===== src/include/dem_regs.svh =====
`ifndef DEM_REGS_SVH
`define DEM_REGS_SVH

// ************************************************************
// Register offsets, byte addresses on the APB port
// ************************************************************
`define DEM_ADDR_W 12
`define DEM_OFF_STATUS0 12'h0BC
`define DEM_OFF_STATUS1 12'h0C0
`define DEM_OFF_MASK0 12'h0C4
`define DEM_OFF_MASK1 12'h0C8
`define DEM_OFF_FORCE0 12'h0D8
`define DEM_OFF_FORCE1 12'h0DC
`define DEM_OFF_SHADOW 12'h100
`define DEM_OFF_VCID 12'h10C
`define DEM_OFF_COLOR 12'h110

// ************************************************************
// Field widths and positions
// ************************************************************
`define DEM_G0_W 21
`define DEM_G1_W 13
`define DEM_ACK_W 16
`define DEM_PHY_W 5
`define DEM_PHY_LSB 16
`define DEM_SH_EN_BIT 0
`define DEM_SH_REQ_BIT 8
`define DEM_SH_PIN_BIT 16
`define DEM_VCID_W 2
`define DEM_CODE_W 4
`define DEM_LOOSE_BIT 8

// Error group 1 bit positions
`define DEM_E1_HS_TO 0
`define DEM_E1_LP_TO 1
`define DEM_E1_ECC_SINGLE 2
`define DEM_E1_ECC_MULTI 3
`define DEM_E1_CRC 4
`define DEM_E1_PKT_SIZE 5
`define DEM_E1_EOTP 6
`define DEM_E1_PIX_OVF 7
`define DEM_E1_CMD_WR 8
`define DEM_E1_PLD_WR 9
`define DEM_E1_PLD_SEND 10
`define DEM_E1_PLD_RD 11
`define DEM_E1_PLD_RECV 12

// ************************************************************
// Reset values
// ************************************************************
`define DEM_RST_WORD 32'h0000_0000
`define DEM_RST_G0 21'h00_0000
`define DEM_RST_G1 13'h0000
`define DEM_RST_VCID 2'h0
`define DEM_RST_CODE 4'h0

`endif


===== src/include/dem_pkg.sv =====
// ************************************************************
// Shared types
// ************************************************************
package dem_pkg;
  // Shadow copy sequencer states
  typedef enum logic [0:0] {
    SH_IDLE,
    SH_COPY
  } dem_shadow_state_t;
endpackage


===== src/dem_sync.sv =====
`timescale 1ns/100ps
// ************************************************************
// Two-flop synchroniser for a level from outside the clock
// ************************************************************
module dem_sync (
  // Clock and reset
  input wire logic core_clk,
  input wire logic resetn,
  // Asynchronous level in, synchronised level out
  input wire logic async_in,
  output logic sync_out
);
  logic meta_reg;

  // First stage feeds only the second stage
  always_ff @(posedge core_clk or negedge resetn) begin
    if (!resetn) begin
      meta_reg <= 1'b0;
      sync_out <= 1'b0;
    end else begin
      meta_reg <= async_in;
      sync_out <= meta_reg;
    end
  end
endmodule


===== src/dem_regbank.sv =====
`timescale 1ns/100ps
`include "dem_regs.svh"

module dem_regbank (
  // Clock and reset
  input wire logic core_clk,
  input wire logic resetn,
  // APB register port
  input wire logic psel,
  input wire logic penable,
  input wire logic pwrite,
  input wire logic [`DEM_ADDR_W-1:0] paddr,
  input wire logic [31:0] pwdata,
  output logic [31:0] prdata,
  output logic pready,
  output logic pslverr,
  // Error events, one-cycle pulses from core logic
  input wire logic [`DEM_PHY_W-1:0] lane0_phy_err,
  input wire logic [`DEM_ACK_W-1:0] ack_err_report,
  input wire logic highspeed_tx_timeout_flag,
  input wire logic lowpower_rx_timeout_flag,
  input wire logic ecc_single_evt,
  input wire logic ecc_multi_evt,
  input wire logic crc_evt,
  input wire logic pkt_size_evt,
  input wire logic eotp_missing_evt,
  input wire logic pixel_fifo_ovf_evt,
  input wire logic cmd_fifo_wr_ovf_evt,
  input wire logic pld_fifo_wr_ovf_evt,
  input wire logic pld_send_unf_evt,
  input wire logic pld_read_unf_evt,
  input wire logic pld_recv_ovf_evt,
  // External shadow request pin
  input wire logic shadow_req_pin,
  // Interrupt and active pixel-port configuration
  output logic error_irq,
  output logic [`DEM_VCID_W-1:0] active_vcid,
  output logic [`DEM_CODE_W-1:0] active_color_code,
  output logic active_loose_18bit
);

  // ************************************************************
  // Declarations
  // ************************************************************
  logic [`DEM_G0_W-1:0] status0_reg, status0_next, mask0_reg, evt0, clr0;
  logic [`DEM_G1_W-1:0] status1_reg, status1_next, mask1_reg, evt1, clr1;
  logic sh_en_reg, sh_pin_reg, sh_req_reg, sh_req_next;
  logic [`DEM_VCID_W-1:0] vcid_reg, aux_vcid_reg;
  logic [`DEM_CODE_W-1:0] code_reg, aux_code_reg;
  logic loose_reg, aux_loose_reg;
  logic [31:0] rd_word;
  logic rd_err, pin_sync, pin_sync_d_reg, pin_rise, copy_trig;
  logic setup_ph, acc_ph, wr_acc, rd_acc, pending, sw_req_set;
  logic wr_mask0, wr_mask1, wr_force0, wr_force1, wr_shadow, wr_vcid, wr_color;
  dem_pkg::dem_shadow_state_t sh_state_reg, sh_state_next;
  // Address match, shared by read mux and write strobes
  function automatic logic hit(input logic [`DEM_ADDR_W-1:0] a, off);
    hit = (a == off);
  endfunction

  // ************************************************************
  // APB phases and write strobes
  // ************************************************************
  assign setup_ph = psel & ~penable;
  assign acc_ph = psel & penable & pready;
  assign wr_acc = acc_ph & pwrite & ~pslverr;
  assign rd_acc = acc_ph & ~pwrite & ~pslverr;
  assign wr_mask0 = wr_acc & hit(paddr, `DEM_OFF_MASK0);
  assign wr_mask1 = wr_acc & hit(paddr, `DEM_OFF_MASK1);
  assign wr_force0 = wr_acc & hit(paddr, `DEM_OFF_FORCE0);
  assign wr_force1 = wr_acc & hit(paddr, `DEM_OFF_FORCE1);
  assign wr_shadow = wr_acc & hit(paddr, `DEM_OFF_SHADOW);
  assign wr_vcid = wr_acc & hit(paddr, `DEM_OFF_VCID);
  assign wr_color = wr_acc & hit(paddr, `DEM_OFF_COLOR);
  // Read mux; force registers have no storage and read as zero
  assign rd_word =
    hit(paddr, `DEM_OFF_STATUS0) ? {11'h000, status0_reg} :
    hit(paddr, `DEM_OFF_STATUS1) ? {19'h0_0000, status1_reg} :
    hit(paddr, `DEM_OFF_MASK0) ? {11'h000, mask0_reg} :
    hit(paddr, `DEM_OFF_MASK1) ? {19'h0_0000, mask1_reg} :
    hit(paddr, `DEM_OFF_SHADOW) ?
      {15'h0000, sh_pin_reg, 7'h00, sh_req_reg, 7'h00, sh_en_reg} :
    hit(paddr, `DEM_OFF_VCID) ? {30'h0000_0000, vcid_reg} :
    hit(paddr, `DEM_OFF_COLOR) ? {23'h00_0000, loose_reg, 4'h0, code_reg} :
    `DEM_RST_WORD;
  assign rd_err = !(paddr inside {`DEM_OFF_STATUS0, `DEM_OFF_STATUS1,
    `DEM_OFF_MASK0, `DEM_OFF_MASK1, `DEM_OFF_FORCE0, `DEM_OFF_FORCE1,
    `DEM_OFF_SHADOW, `DEM_OFF_VCID, `DEM_OFF_COLOR});
  // Answer built in setup so every bus output leaves a flop
  always_ff @(posedge core_clk or negedge resetn) begin
    if (!resetn) begin
      prdata <= `DEM_RST_WORD;
      pready <= 1'b0;
      pslverr <= 1'b0;
    end else begin
      prdata <= setup_ph ? rd_word : `DEM_RST_WORD;
      pready <= setup_ph;
      pslverr <= setup_ph & rd_err;
    end
  end

  // ************************************************************
  // Error status groups
  // ************************************************************
  // Group zero: lane PHY errors above the acknowledge report
  assign evt0 = {lane0_phy_err, ack_err_report};
  // Group one: each source to its own bit
  assign evt1[`DEM_E1_HS_TO] = highspeed_tx_timeout_flag;
  assign evt1[`DEM_E1_LP_TO] = lowpower_rx_timeout_flag;
  assign evt1[`DEM_E1_ECC_SINGLE] = ecc_single_evt;
  assign evt1[`DEM_E1_ECC_MULTI] = ecc_multi_evt;
  assign evt1[`DEM_E1_CRC] = crc_evt;
  assign evt1[`DEM_E1_PKT_SIZE] = pkt_size_evt;
  assign evt1[`DEM_E1_EOTP] = eotp_missing_evt;
  assign evt1[`DEM_E1_PIX_OVF] = pixel_fifo_ovf_evt;
  assign evt1[`DEM_E1_CMD_WR] = cmd_fifo_wr_ovf_evt;
  assign evt1[`DEM_E1_PLD_WR] = pld_fifo_wr_ovf_evt;
  assign evt1[`DEM_E1_PLD_SEND] = pld_send_unf_evt;
  assign evt1[`DEM_E1_PLD_RD] = pld_read_unf_evt;
  assign evt1[`DEM_E1_PLD_RECV] = pld_recv_ovf_evt;
  // Clear on read only the bits software actually saw in prdata,
  // so an event landing between setup and access is not lost
  assign clr0 = (rd_acc & hit(paddr, `DEM_OFF_STATUS0)) ?
                prdata[`DEM_G0_W-1:0] : `DEM_RST_G0;
  assign clr1 = (rd_acc & hit(paddr, `DEM_OFF_STATUS1)) ?
                prdata[`DEM_G1_W-1:0] : `DEM_RST_G1;
  // Set and force win over clear
  assign status0_next = (status0_reg & ~clr0) | evt0 |
    (wr_force0 ? pwdata[`DEM_G0_W-1:0] : `DEM_RST_G0);
  assign status1_next = (status1_reg & ~clr1) | evt1 |
    (wr_force1 ? pwdata[`DEM_G1_W-1:0] : `DEM_RST_G1);
  // Unmasked pending error drives the interrupt
  assign pending = (|(status0_reg & mask0_reg)) |
                   (|(status1_reg & mask1_reg));
  // Status, masks and interrupt flop
  always_ff @(posedge core_clk or negedge resetn) begin
    if (!resetn) begin
      status0_reg <= `DEM_RST_G0;
      status1_reg <= `DEM_RST_G1;
      mask0_reg <= `DEM_RST_G0;
      mask1_reg <= `DEM_RST_G1;
      error_irq <= 1'b0;
    end else begin
      status0_reg <= status0_next;
      status1_reg <= status1_next;
      if (wr_mask0) begin
        mask0_reg <= pwdata[`DEM_G0_W-1:0];
      end
      if (wr_mask1) begin
        mask1_reg <= pwdata[`DEM_G1_W-1:0];
      end
      error_irq <= pending;
    end
  end

  // ************************************************************
  // Shadow control and pixel-port configuration
  // ************************************************************
  dem_sync u_pin_sync (
    .core_clk(core_clk),
    .resetn(resetn),
    .async_in(shadow_req_pin),
    .sync_out(pin_sync)
  );
  // Edge on the synchronised pin, never the first stage
  assign pin_rise = pin_sync & ~pin_sync_d_reg;
  // Software request only counts outside pin mode
  assign sw_req_set = wr_shadow & pwdata[`DEM_SH_REQ_BIT] &
                      ~pwdata[`DEM_SH_PIN_BIT];
  assign copy_trig = sh_pin_reg ? pin_rise : sh_req_reg;
  // Sequencer: one copy cycle per request
  always_comb begin
    sh_state_next = sh_state_reg;
    case (sh_state_reg)
      dem_pkg::SH_IDLE: begin
        if (copy_trig) begin
          sh_state_next = dem_pkg::SH_COPY;
        end
      end
      dem_pkg::SH_COPY: sh_state_next = dem_pkg::SH_IDLE;
      default: sh_state_next = dem_pkg::SH_IDLE;
    endcase
  end
  // Request bit: a new write wins over the hardware clear
  always_comb begin
    sh_req_next = sh_req_reg;
    if (sh_state_reg == dem_pkg::SH_COPY) begin
      sh_req_next = 1'b0;
    end
    if (wr_shadow) begin
      sh_req_next = sw_req_set | (sh_req_next & ~pwdata[`DEM_SH_PIN_BIT]);
    end
  end
  // Control register, direct config and auxiliary copy
  always_ff @(posedge core_clk or negedge resetn) begin
    if (!resetn) begin
      sh_state_reg <= dem_pkg::SH_IDLE;
      sh_en_reg <= 1'b0;
      sh_pin_reg <= 1'b0;
      sh_req_reg <= 1'b0;
      pin_sync_d_reg <= 1'b0;
      vcid_reg <= `DEM_RST_VCID;
      code_reg <= `DEM_RST_CODE;
      loose_reg <= 1'b0;
      aux_vcid_reg <= `DEM_RST_VCID;
      aux_code_reg <= `DEM_RST_CODE;
      aux_loose_reg <= 1'b0;
    end else begin
      sh_state_reg <= sh_state_next;
      sh_req_reg <= sh_req_next;
      pin_sync_d_reg <= pin_sync;
      if (wr_shadow) begin
        sh_en_reg <= pwdata[`DEM_SH_EN_BIT];
        sh_pin_reg <= pwdata[`DEM_SH_PIN_BIT];
      end
      if (wr_vcid) begin
        vcid_reg <= pwdata[`DEM_VCID_W-1:0];
      end
      if (wr_color) begin
        code_reg <= pwdata[`DEM_CODE_W-1:0];
        loose_reg <= pwdata[`DEM_LOOSE_BIT];
      end
      if (sh_state_reg == dem_pkg::SH_COPY) begin
        aux_vcid_reg <= vcid_reg;
        aux_code_reg <= code_reg;
        aux_loose_reg <= loose_reg;
      end
    end
  end
  // Active set selection, registered to keep outputs glitch free
  always_ff @(posedge core_clk or negedge resetn) begin
    if (!resetn) begin
      active_vcid <= `DEM_RST_VCID;
      active_color_code <= `DEM_RST_CODE;
      active_loose_18bit <= 1'b0;
    end else begin
      active_vcid <= sh_en_reg ? aux_vcid_reg : vcid_reg;
      active_color_code <= sh_en_reg ? aux_code_reg : code_reg;
      active_loose_18bit <= sh_en_reg ? aux_loose_reg : loose_reg;
    end
  end
endmodule


===== config.mk =====
export PLATFORM = sky130hd
export DESIGN_NAME = dem_regbank
export DESIGN_NICKNAME = d
export VERILOG_FILES = /design/src/include/dem_pkg.sv /design/src/dem_sync.sv /design/src/dem_regbank.sv
export VERILOG_INCLUDE_DIRS = /design/src /design/src/include
export SDC_FILE = /design/constraint.sdc
export NUM_CORES = 1
export LEC_CHECK = 0
export BUFFER_PORTS_ARGS = -buffer_cell sky130_fd_sc_hd__buf_2
export CORE_MARGIN = 4
export CORE_UTILIZATION = 35
export CTS_CLUSTER_DIAMETER = 100
export CTS_CLUSTER_SIZE = 14
export DETAILED_ROUTE_END_ITERATION = 12
export PLACE_DENSITY = 0.54
export SYNTH_ARGS = -nofsm -noshare
export SYNTH_HDL_FRONTEND = slang
export SYNTH_SLANG_ARGS = --single-unit

===== constraint.sdc =====
create_clock -name core_clk -period 3.7 [get_ports core_clk]
set_clock_uncertainty 0.1 [all_clocks]
set_input_delay 0.185 -clock core_clk [delete_from_list [all_inputs] [get_ports core_clk]]
set_output_delay 0.185 -clock core_clk [all_outputs]
set_load 0.01 [all_outputs]

== After elaboration in Yosys (flattened, before gate mapping) ==
Cells that the tools add are included.

* Word-level logic and storage cells: 96
* Bits of input ports: 84
* Bits in registers: 120

* Muxes and demuxes: 20
* Reduce and logical (&&, ||, !) cells: 4
* Eq/ne operators: 9
* Bitwise gates (word level): 39

{| class="wikitable"
|+ Operator list
! cell !! number
|-
| $mux W21 || 6
|-
| $eq A12 B8 Y1 const B || 6
|-
| $and A21 B21 Y21 || 2
|-
| $or A21 B21 Y21 || 2
|-
| $eq A12 B9 Y1 const B || 3
|-
| $mux W17 || 2
|-
| $and A13 B13 Y13 || 2
|-
| $mux W13 || 2
|-
| $or A13 B13 Y13 || 2
|-
| $and A1 B1 Y1 || 21
|-
| $not A21 Y21 || 1
|-
| $reduce_or A21 Y1 || 1
|-
| $mux W9 || 2
|-
| $not A13 Y13 || 1
|-
| $reduce_or A13 Y1 || 1
|-
| $reduce_bool A9 Y1 || 1
|-
| $not A1 Y1 || 6
|-
| $mux W1 || 5
|-
| $mux W4 || 1
|-
| $mux W2 || 1
|-
| $or A1 B1 Y1 || 2
|-
| $pmux W1 S2 || 1
|-
| $logic_not A1 Y1 || 1
|}

== Longest topological paths before layout ==
Gate-level depths: netlist (run 1).

* Word-level depth: 10
* Gate-level depth with buffers: 9
* Depth with buffers taken out: 5

== Cells and area by module ==
Synthesis (run 1) repeated with hierarchy kept, for this count alone.

* Cells, all modules: 447
* Area, all modules: 5410.2 um^2

{| class="wikitable"
|+ Modules (own cells, without submodules)
! module !! area each (um^2) !! times used !! sequential area each (um^2) !! cells each
|-
| dem_regbank || 5360.1 || 1 || 2952.8 || 445
|-
| dem_sync || 50.0 || 1 || 50.0 || 2
|}

== Worst setup path after synthesis (run 1) ==
No wires, ideal clock.

* Path type: input-to-reg
* Start: input port paddr[9]
* End: register mask1_reg[10]
* Path buffers: 2
* Arrival time: 2141 ps
* Stages on the path: 6
* Slack: 1334 ps
* Path through: or3_4 -> or2_2 -> clkbuf_1 -> nor4_2 -> buf_2 -> mux2_2

* Longest elaborated chain between the ends: 2

{| class="wikitable"
|+ RTL lines
! what !! line !! source
|-
| from (decl) || dem_regbank.sv:12 || <nowiki>input wire logic [`DEM_ADDR_W-1:0] paddr,</nowiki>
|-
| $eq A12 B8 Y1 || dem_regbank.sv:58 || <nowiki>hit = (a == off);</nowiki>
|-
| $and A1 B1 Y1 || dem_regbank.sv:69 || <nowiki>assign wr_mask1 = wr_acc & hit(paddr, `DEM_OFF_MASK1);</nowiki>
|-
| to (signal assigned) || dem_regbank.sv:141 || <nowiki>mask1_reg <= `DEM_RST_G1;</nowiki>
|-
| to (signal assigned) || dem_regbank.sv:150 || <nowiki>mask1_reg <= pwdata[`DEM_G1_W-1:0];</nowiki>
|-
| to (decl) || dem_regbank.sv:46 || <nowiki>logic [`DEM_G1_W-1:0] status1_reg, status1_next, mask1_reg, evt1, clr1;</nowiki>
|}

No other way between the ends.
A chain may end at the register's enable or synchronous reset.

== Worst setup path after layout (run 1) ==
* Start: input port paddr[1]
* End: register status1_reg[5]

* Longest elaborated chain between the ends: 7

{| class="wikitable"
|+ RTL lines
! what !! line !! source
|-
| $eq A12 B8 Y1 || dem_regbank.sv:58 ||
|-
| $and A1 B1 Y1 || dem_regbank.sv:125 || <nowiki>assign clr1 = (rd_acc & hit(paddr, `DEM_OFF_STATUS1)) ?</nowiki>
|-
| $mux W13 (no line) || n/a ||
|-
| $not A13 Y13 || dem_regbank.sv:130 || <nowiki>assign status1_next = (status1_reg & ~clr1) | evt1 |</nowiki>
|-
| $and A13 B13 Y13 || dem_regbank.sv:130 ||
|-
| $or A13 B13 Y13 || dem_regbank.sv:130 ||
|-
| $or A13 B13 Y13 * || dem_regbank.sv:130 ||
|-
| named net status1_next[5] || dem_regbank.sv:46 ||
|-
| to (signal assigned) || dem_regbank.sv:139 || <nowiki>status1_reg <= `DEM_RST_G1;</nowiki>
|-
| to (signal assigned) || dem_regbank.sv:145 || <nowiki>status1_reg <= status1_next;</nowiki>
|-
| to (decl) || dem_regbank.sv:46 ||
|}

The timed path passes the listed nets; every way through them passes the cells marked *.

==> results.toml, run 1 <==
[run_status]
outcome = "complete, no violations"

[setup_path]
critPathArrivalTime_ns = 3.05
path_cells = "buf_2 -> or4_1 -> nor4_4 -> buf_4 -> nor4b_4 -> buf_4 -> nand2_1 -> a221o_1 -> dlygate4sd3_1"
cp_common_cell = "buf_4"
crit_path_start_kind = "input pin"
r2r_cells = 6
crit_fanout = 12
slowest_stage = "or4_1"
end_kind = "flop"
worstReg2RegStart = "pready$_DFF_PN0_"
critPathKind = "input pin to flop"
critical_path.max_stage_delay_ns = 0.71
rrSetupSlack_ns = 1.07
crit_required_ns = 3.89
r2r-end = "status0_reg[20]$_DFF_PN0_"

[clocking]
clock_sinks = 120
cts-root-buf = "clkbuf_16"
post-cts-setup-buffer-count = 0
clock_latency_ns = 0.41
clk_pin_slew_worst_paths_ns = 0.05
cts_tree = "built"
cts_buffers = 17
clock_path_buffers = 2
cts-resized-gates = 0
htree_levels = 4

[timing]
finalMaxSlewViolations = 0
hold_slack_ns = 0.0313
fin_tns_setup_ns = 0
clock.fmax_ghz = 0.350
rsz0062_at_grt = "no"
tightest_slew_ns = 1.16
final.min_clock_period_ns = 2.86
setup_viol_count_final = 0
min_period_over_period_pct = 77.3
hold_violations = 0
slew_headroom_pct = 21.7

[die]
boundaryPins = 126
start_util_pct = 35.6
die_h_microns = 132
die_area_sq_mm = 0.0175
die_w_microns = 132
fp.coreArea_sq_mm = 0.0152
rows = 45

[placed_design]
place.gp.congestion = 0.817
io_buffers = 103
hpwl_mm = 11.1

[global_route]
antenna_found_initial = 0
grt.overflow.total = 0
grt_max_degree = 71
grt_pass1_wl_mm = 27.2
grt_use_total_pct = 20.0
grt_pass1_vias = 4905

[run]
drv_cap = 0

[route]
totalWireLength_mm = 17.1
vias = 4529
drtPass1Iterations = 6
viasPerCell = 5.42
routedWlPerCell_microns = 20.5
final_antenna_net_count = 0
route.detailed.drc = 0
drt-initial-drc-count = 423

[final_layout]
final_cell_mix = "dfrtp_1, buf_2, dlygate4sd3_1"
layout.nets = 720
layout-drive-gt1-share_pct = 30.3
areaGrowthSynthToFinish_pct = 39.4
antennaDiodeCount = 0
mostFrequentLayoutCell = "dfrtp_1"
fillerInstances = 1399

[yosys]
synth_warnings = 0
synthCells = 445
async_flop_share_pct = 100
syn-mean-instance-area_sq_um = 12.2
synth_edf_count = 0
seq_area_frac_synth_pct = 55.5
synth_cell_types = 46
synth_ff_type = "dfrtp_1"
synth_area_sq_mm = 0.00542
synth_seq_cells = 120

[worst_hold_path]
hold_path_class = "input pin to flop"
min_to = "mask0_reg[0]$_DFFE_PN0P_"
holdPathStages = 2
min-delay-start = "pwdata[0]"

[power_and_ir_drop]
max-vdd-ir-drop_uv = 327
p_leak_uw = 0.00328
powerDensity_mw_per_mm2 = 421
-- power by group --
part / leakage (uW) / internal, uW / switching, uW
clock: 0.000292 / 1100 / 574
combinational: 0.00151 / 81.3 / 101
sequential: 0.00148 / 1320 / 1.83
total: 0.00328 / 2500 / 677
-- per-layer routing --
layer  vias to the layer above  track usage (%)  wire length, microns
met4                         0             5.89                   284
met1                      2275             25.8                  7520
li1                       2064                -                     -
met2                       168             33.5                  8330
met3                        22             5.08                   958
met5                         -                0                     0
-- how the worst max path moves through the flow --
stage	startpoint	cells after the start	end	slack, ns
final	paddr[1]	9	status1_reg[5]$_DFF_PN0_	0.84
after global routing	paddr[1]	9	status1_reg[10]$_DFF_PN0_	0.75
after CTS	paddr[1]	9	status1_reg[11]$_DFF_PN0_	0.87
after detailed placement	paddr[1]	8	status1_reg[11]$_DFF_PN0_	0.98
after global placement	paddr[1]	8	status1_reg[11]$_DFF_PN0_	1.02
after floorplan	paddr[9]	6	mask1_reg[10]$_DFFE_PN0P_	1.33
-- timing repair --
item	4_1_cts	5_1_grt
hold buffers	81	0
hold endpoints to repair	135	0
endpoints found under the setup margin	0	0
-- cells in the mapped netlist (3+ instances only) --
library cell	instances	share of area (%)
mux2_2	38	7.9
a221oi_1	6	0.97
clkbuf_1	15	1.0
nand2_1	47	3.3
a22o_1	11	1.8
inv_1	5	0.35
a21oi_1	6	0.55
nor3_1	6	0.55
dfrtp_1	120	55
nand2b_1	7	0.81
mux2_1	18	3.7
a22oi_1	20	2.8
o21ai_0	8	0.74
mux2i_1	3	0.55
buf_4	12	1.7
nand3b_1	3	0.42
a31oi_1	4	0.46
buf_2	8	0.74
or2_2	3	0.35
nand4_1	6	0.69
nand3_1	5	0.46
a222oi_1	8	1.5
a221o_1	35	6.5
nor2_1	21	1.5
nor4_1	4	0.46
nor2b_1	3	0.35
-- critical path, delay by kind of cell --
| kind | cells | cell delay [ns] |
|---|---|---|
| buffers and inverters | 4 | 1.24 |
| AOI/OAI and AO/OA | 1 | 0.31 |
| and+or+nand+nor | 4 | 1.31 |
-- metrics by stage --
stage	worst slack [ns]	power (uW)	instance area (sq um)	util (%)	instances
after global routing	0.750	3290	7550	49.7	835
after global placement	1.02	1480	6140	40.4	724
after CTS	0.869	3210	7550	49.7	835
after floorplan	1.33	1390	5450	-	455
after detailed placement	0.980	1480	6140	40.4	724
final	0.840	3180	7550	49.7	835
-- cell families (layout without fill, tap and decap cells) --
family                 count (synthesis)  after routing  synth area share [%]
DFF                                  120            120                  55.5
and+or+nand+nor                      118            118                  11.9
AOI/OAI and AO/OA                    106            106                  16.4
muxes                                 59             59                  12.2
buffers and inverters                 41            233                  4.00
other                                  1             11                0.0692
-- layout make-up --
class	instances	area [sq um]	area share (%)
Timing Repair Buffer	198	1450	19.2
Clock buffer	22	474	6.28
Multi-Input combinational cell	294	2250	29.8
Tap cell	188	235	3.12
Clock inverter	8	121	1.61
Inverter	5	18.8	0.249
Sequential cell	120	3000	39.8
Power figures use the tool's default switching activity.
==> run 2, diff against run 1 <==
--- a/config.mk
+++ b/config.mk
@@ -6,13 +6,14 @@
 export SDC_FILE = /design/constraint.sdc
 export NUM_CORES = 1
 export LEC_CHECK = 0
+export ABC_AREA = 1
 export BUFFER_PORTS_ARGS = -buffer_cell sky130_fd_sc_hd__buf_2
 export CORE_MARGIN = 4
 export CORE_UTILIZATION = 35
 export CTS_CLUSTER_DIAMETER = 100
 export CTS_CLUSTER_SIZE = 14
 export DETAILED_ROUTE_END_ITERATION = 12
-export PLACE_DENSITY = 0.54
+export PLACE_DENSITY = 0.56
 export SYNTH_ARGS = -nofsm -noshare
 export SYNTH_HDL_FRONTEND = slang
 export SYNTH_SLANG_ARGS = --single-unit
==> constraint.sdc (replaced) <==
create_clock -name core_clk -period 2.5 [get_ports core_clk]
set_clock_uncertainty 0.1 [all_clocks]
set_input_delay 0.125 -clock core_clk [delete_from_list [all_inputs] [get_ports core_clk]]
set_output_delay 0.125 -clock core_clk [all_outputs]
set_load 0.01 [all_outputs]
==> run 2 against run 1 <==
Against the previous run: register-to-register slack lost 0.91 ns; critical endpoint is now status1_reg[3]$_DFF_PN0_; clock power grew 51%; sequential cell count is the same; utilization shrank 0.12 points; highest routed layer unchanged; non-clock buffer count grew 3; setup slack lost 0.68 ns; global-route usage shrank 1.8 points.
==> results.toml, run 2 <==
[route]
drtPass1Iterations = 5
routedWlPerCell_microns = 14.5
drt-initial-drc-count = 268
final_antenna_net_count = 0
totalWireLength_mm = 16.0
route.detailed.drc = 0
vias = 5102
viasPerCell = 4.62

[clocking]
cts-root-buf = "clkbuf_16"
cts_tree = "built"
cts-resized-gates = 0
clock_path_buffers = 2
clock_latency_ns = 0.41
cts_buffers = 17
clk_pin_slew_worst_paths_ns = 0.06
clock_sinks = 120
htree_levels = 4

[final_layout]
areaGrowthSynthToFinish_pct = 39.1
final_cell_mix = "nand2_1, dfrtp_1, buf_2"
layout-drive-gt1-share_pct = 20.0
fillerInstances = 1590
layout.nets = 960
multiInputGateArea_sq_mm = 0.00218
regArea_sq_mm = 0.00300
antennaDiodeCount = 0
mostFrequentLayoutCell = "nand2_1"
fin_cells = 1105

[setup_path]
path_cells = "nor3_1 -> nand2_1 -> nor2_4 -> nand2_1 -> a21oi_1 -> o21ai_1 -> dlygate4sd3_1"
crit_family = "simple AND/OR/NAND/NOR gates"
crit_start = "pslverr$_DFF_PN0_"
critical_path_buf_inv_count = 1
slowest_stage = "dlygate4sd3_1"
crit_required_ns = 2.69
r2r_cells = 7
critical_path.max_stage_delay_ns = 0.56
crit_cells = 7
worstReg2RegStart = "pslverr$_DFF_PN0_"
cp_common_cell = "nand2_1"
end_kind = "flop"
crit_end = "status1_reg[3]$_DFF_PN0_"
critPathKind = "flop to flop"
rrSetupSlack_ns = 0.16
crit_fanout = 13
crit_path_start_kind = "flop"
r2r-end = "status1_reg[3]$_DFF_PN0_"
critPathArrivalTime_ns = 2.53

[die]
die_w_microns = 135
die_area_sq_mm = 0.0183
die_h_microns = 135
start_util_pct = 35.6
rows = 46
fp.coreArea_sq_mm = 0.0159
boundaryPins = 126

[yosys]
synth_area_leader_cell = "dfrtp_1"
async_flop_share_pct = 100
synth_warnings = 0
seq_area_frac_synth_pct = 53.1
yosysTopAreaCellShare_pct = 53.1
synth_cell_types = 40
synth_area_sq_mm = 0.00566
synth_common_cells = "nand2_1, dfrtp_1, inv_1"
synth_most_common_cell = "nand2_1"
synth_seq_cells = 120
synthCells = 678
synth_edf_count = 0
synth_ff_type = "dfrtp_1"
synth_area_leaders = "dfrtp_1, nand2_1, o21ai_0"
syn-mean-instance-area_sq_um = 8.35

[global_route]
grt_pass1_wl_mm = 25.8
grt_max_degree = 55
grt_pass1_vias = 4979
grt.overflow.total = 0
grt_use_total_pct = 18.2
antenna_found_initial = 0

[power_and_ir_drop]
p_leak_uw = 0.00365
internal_power_uw = 3700
powerDensity_mw_per_mm2 = 602
p_sw_share_pct = 22.0
clockPowerShare_pct = 53.4
max-vdd-ir-drop_uv = 463
combPwrFrac_pct = 5.4
p_switching_uw = 1040
p_seq_share_pct = 41.2

[worst_hold_path]
hold_path_class = "input pin to flop"
min-delay-start = "pwdata[0]"

[timing]
min_period_over_period_pct = 93.7
hold_violations = 0
finalMaxSlewViolations = 0
final.min_clock_period_ns = 2.34
rsz0062_at_grt = "no"
fin_tns_setup_ns = 0
clock.fmax_ghz = 0.427
setup_viol_count_final = 0

[placed_design]
dp.cells = 986
hpwl_mm = 10.9
place.gp.congestion = 0.803
io_buffers = 103

[run]
drv_cap = 0

[run_status]
outcome = "complete, no violations"
[run 2: worst min path at each step]
stage / cells after the start / end / slack (ns)
6_report: 3 / mask0_reg[0]$_DFFE_PN0P_ / 0.01
5_1_grt: 3 / mask0_reg[0]$_DFFE_PN0P_ / 0.02
4_1_cts: 3 / mask0_reg[0]$_DFFE_PN0P_ / 0.002
3_5_place_dp: 1 / sh_state_reg$_DFF_PN0_ / -0.05
3_3_place_gp: 1 / active_vcid[1]$_DFF_PN0_ / -0.04
2_1_floorplan: 0 / active_color_code[0]$_DFF_PN0_ / -0.27
[run 2: cell families (layout without fill, tap and decap cells)]
| kind of cell | after synthesis | count (layout) | synth area share [%] |
|---|---|---|---|
| flip-flops | 120 | 120 | 53.1 |
| AND/OR/NAND/NOR | 268 | 268 | 20.5 |
| other | 1 | 11 | 0.0663 |
| buffers and inverters | 109 | 310 | 9.06 |
| AO/OA/AOI/OAI | 180 | 180 | 17.4 |
[run 2: power groups by stage]
stage	Clock (uW)	Sequential [uW]	Combinational, uW
2_1_floorplan	0	1990	70.0
3_3_place_gp	0	1990	194
3_5_place_dp	0	1990	192
4_1_cts	2580	1950	262
5_1_grt	2680	1950	288
6_report	2530	1950	257
[run 2: final cells by class]
| type | instances | share of cell area, % |
|---|---|---|
| Tap cell | 216 | 3.43 |
| Multi-Input combinational cell | 459 | 27.7 |
| Sequential cell | 120 | 38.1 |
| Inverter | 77 | 3.67 |
| Clock inverter | 13 | 2.18 |
| Timing Repair Buffer | 201 | 19.1 |
| Clock buffer | 19 | 5.75 |
[run 2: routing by layer]
layer	routed length [microns]	vias up	track usage, %
li1	-	2582	-
met5	0	-	0
met1	7410	2367	24.8
met2	7560	129	28.8
met3	680	24	4.09
met4	323	0	6.49
[run 2: timing repair]
item	CTS	global route
hold endpoints to repair	190	0
buffers inserted	0	2
hold buffers	85	0
endpoints found under the setup margin	0	10
[run 2: metrics by stage]
step	util [%]	power [uW]	hold slack, ns	cell area [sq um]	setup WS (ns)
detailed placement	40.1	2180	-0.0450	6370	0.586
floorplan	-	2060	-0.271	5700	0.970
CTS	49.4	4790	0.00199	7840	0.0416
global placement	40.1	2180	-0.0410	6370	0.603
finish	49.6	4740	0.0115	7870	0.158
global route	49.6	4920	0.0168	7870	0.0212
[run 2: tightest hold or removal path: stages]
cell	delay, ns
buf_2	0.08
inv_1	0.13
o21ai_1	0.15
==> run 3, diff against run 2 <==
==> constraint.sdc (replaced) <==
create_clock -name core_clk -period 2.5 [get_ports core_clk]
set_clock_uncertainty 0.1 [all_clocks]
set_input_delay 0.25 -clock core_clk [delete_from_list [all_inputs] [get_ports core_clk]]
set_output_delay 0.25 -clock core_clk [all_outputs]
set_load 0.01 [all_outputs]
==> run 3 against run 2 <==
Against the previous run: maximum frequency grew 5.2%; critical path type unchanged; critical path depth grew 1; largest power group unchanged; clock power shrank 4%; sequential share of layout area grew 2.3 points; routed wire length shrank 1.9%; worst hold slack lost 0.0071 ns; setup slack gained 0.12 ns; final area shrank 5.6%.
==> results.toml, run 3 (synthesis results as in run 2) <==
[run_status]
outcome = "complete, no violations"

[global_route]
grt_pass1_vias = 4848
grt_use_total_pct = 17.9
grt_pass1_wl_mm = 25.3
grt_max_degree = 50
grt.overflow.total = 0
antenna_found_initial = 0

[timing]
finalMaxSlewViolations = 0
hold_violations = 0
fin_tns_setup_ns = 0
rsz0062_at_grt = "no"
setup_slack_ns = 0.274
min_period_over_period_pct = 89.1
clock.fmax_ghz = 0.449
setup_viol_count_final = 0
final.min_clock_period_ns = 2.23

[setup_path]
rrSetupSlack_ns = 0.27
critPathKind = "flop to flop"
crit_path_start_kind = "flop"
critPathArrivalTime_ns = 2.42
worstReg2RegStart = "pslverr$_DFF_PN0_"
r2r-end = "status0_reg[17]$_DFF_PN0_"
crit_required_ns = 2.70
crit_fanout = 12
end_kind = "flop"
r2r_cells = 8

[clocking]
clk_pin_slew_worst_paths_ns = 0.06
cts_buffers = 17
htree_levels = 4
cts-resized-gates = 0
cts-root-buf = "clkbuf_16"
cts_tree = "built"
clock_latency_ns = 0.42
clock_path_buffers = 2
clock_sinks = 120

[worst_hold_path]
hold_path_class = "input pin to flop"
min-delay-start = "pwdata[13]"
holdPathStages = 3
min_to = "status0_reg[13]$_DFF_PN0_"

[final_layout]
multiInputGateArea_sq_mm = 0.00218
fillerInstances = 1617
areaGrowthSynthToFinish_pct = 31.3
antennaDiodeCount = 0
layout.nets = 918
mostFrequentLayoutCell = "nand2_1"
regArea_sq_mm = 0.00300
final_cell_mix = "nand2_1, dfrtp_1, buf_2"
layout-drive-gt1-share_pct = 20.8

[die]
start_util_pct = 35.6
die_w_microns = 135
boundaryPins = 126
die_h_microns = 135
fp.coreArea_sq_mm = 0.0159
rows = 46
die_area_sq_mm = 0.0183

[placed_design]
dp_worst_setup_slack_ns = 0.480
place.gp.congestion = 0.810
io_buffers = 103
hpwl_mm = 11.0

[route]
final_antenna_net_count = 0
drtPass1Iterations = 7
vias = 4926
route.detailed.drc = 0
totalWireLength_mm = 15.7
routedWlPerCell_microns = 14.7
drt-initial-drc-count = 229
viasPerCell = 4.63

[power_and_ir_drop]
power_uw = 4600
max-vdd-ir-drop_uv = 465
powerDensity_mw_per_mm2 = 620
p_leak_uw = 0.00352

[run]
drv_cap = 0
==> run 3: cell count changes in the layout (fill, tap and decap cells not counted) <==
cell,before,now
buf_12,3,4
buf_4,11,9
bufinv_16,3,2
clkbuf_1,0,1
clkbuf_8,2,1
clkinv_2,1,2
clkinv_4,6,3
clkinvlp_4,2,3
dlygate4sd3_1,85,44
inv_6,1,3
==> run 3: where the power goes <==
part	internal, uW	leakage (uW)	switching (uW)
clock network	1500	0.000280	916
logic	102	0.00176	133
registers	1950	0.00148	3.65
==> run 3: stage by stage <==
stage                     cells  utilization (%)  hold WS [ns]  cell area, sq um
after global routing       1063             46.8        0.0208              7430
final                      1063             46.8       0.00438              7430
after floorplan             688                -        -0.146              5700
after global placement      985             40.2         0.128              6390
after CTS                  1061             46.7       0.00144              7410
after detailed placement    985             40.2         0.126              6390
==> run 3: what timing repair did <==
action,in CTS,in global routing
hold buffers,44,0
endpoints found under the hold margin,68,0
setup endpoints to repair,0,5
setup buffers,0,2
==> run 3: area by class of cell <==
type / instances / area share [%]
timing repair buffer: 159 / 14.8
sequential: 120 / 40.4
tap: 216 / 3.64
inverter: 77 / 3.89
multi-input combinational: 459 / 29.4
clock buffer: 19 / 5.96
clock inverter: 13 / 1.95
==> run 3: worst max-delay path: stages, from the launching register on <==
cell           delay [ns]
dfrtp_1              0.38
nor3_1               0.25
nand2_1              0.20
nor2_4               0.20
buf_12               0.17
nand2_1              0.06
a21oi_1              0.11
o21ai_1              0.07
dlygate4sd3_1        0.56
==> run 3: per-layer routing <==
layer	up-vias	routed length (microns)	track usage [%]
li1	2510	-	-
met1	2289	7160	23.8
met2	110	7590	29.4
met3	17	675	3.86
met4	0	242	5.66
met5	-	0	0
==> run 3: how the worst max path moves through the flow <==
| stage | startpoint | endpoint | slack [ns] | cells after the start |
|---|---|---|---|---|
| floorplan | pslverr$_DFF_PN0_ | status0_reg[1]$_DFF_PN0_ | 0.97 | 7 |
| global placement | paddr[9] | prdata[11]$_DFF_PN0_ | 0.51 | 10 |
| detailed placement | paddr[9] | prdata[11]$_DFF_PN0_ | 0.48 | 10 |
| CTS | pslverr$_DFF_PN0_ | status0_reg[14]$_DFF_PN0_ | 0.03 | 8 |
| global route | pslverr$_DFF_PN0_ | status0_reg[14]$_DFF_PN0_ | 0.09 | 8 |
| finish | pslverr$_DFF_PN0_ | status0_reg[17]$_DFF_PN0_ | 0.27 | 8 |
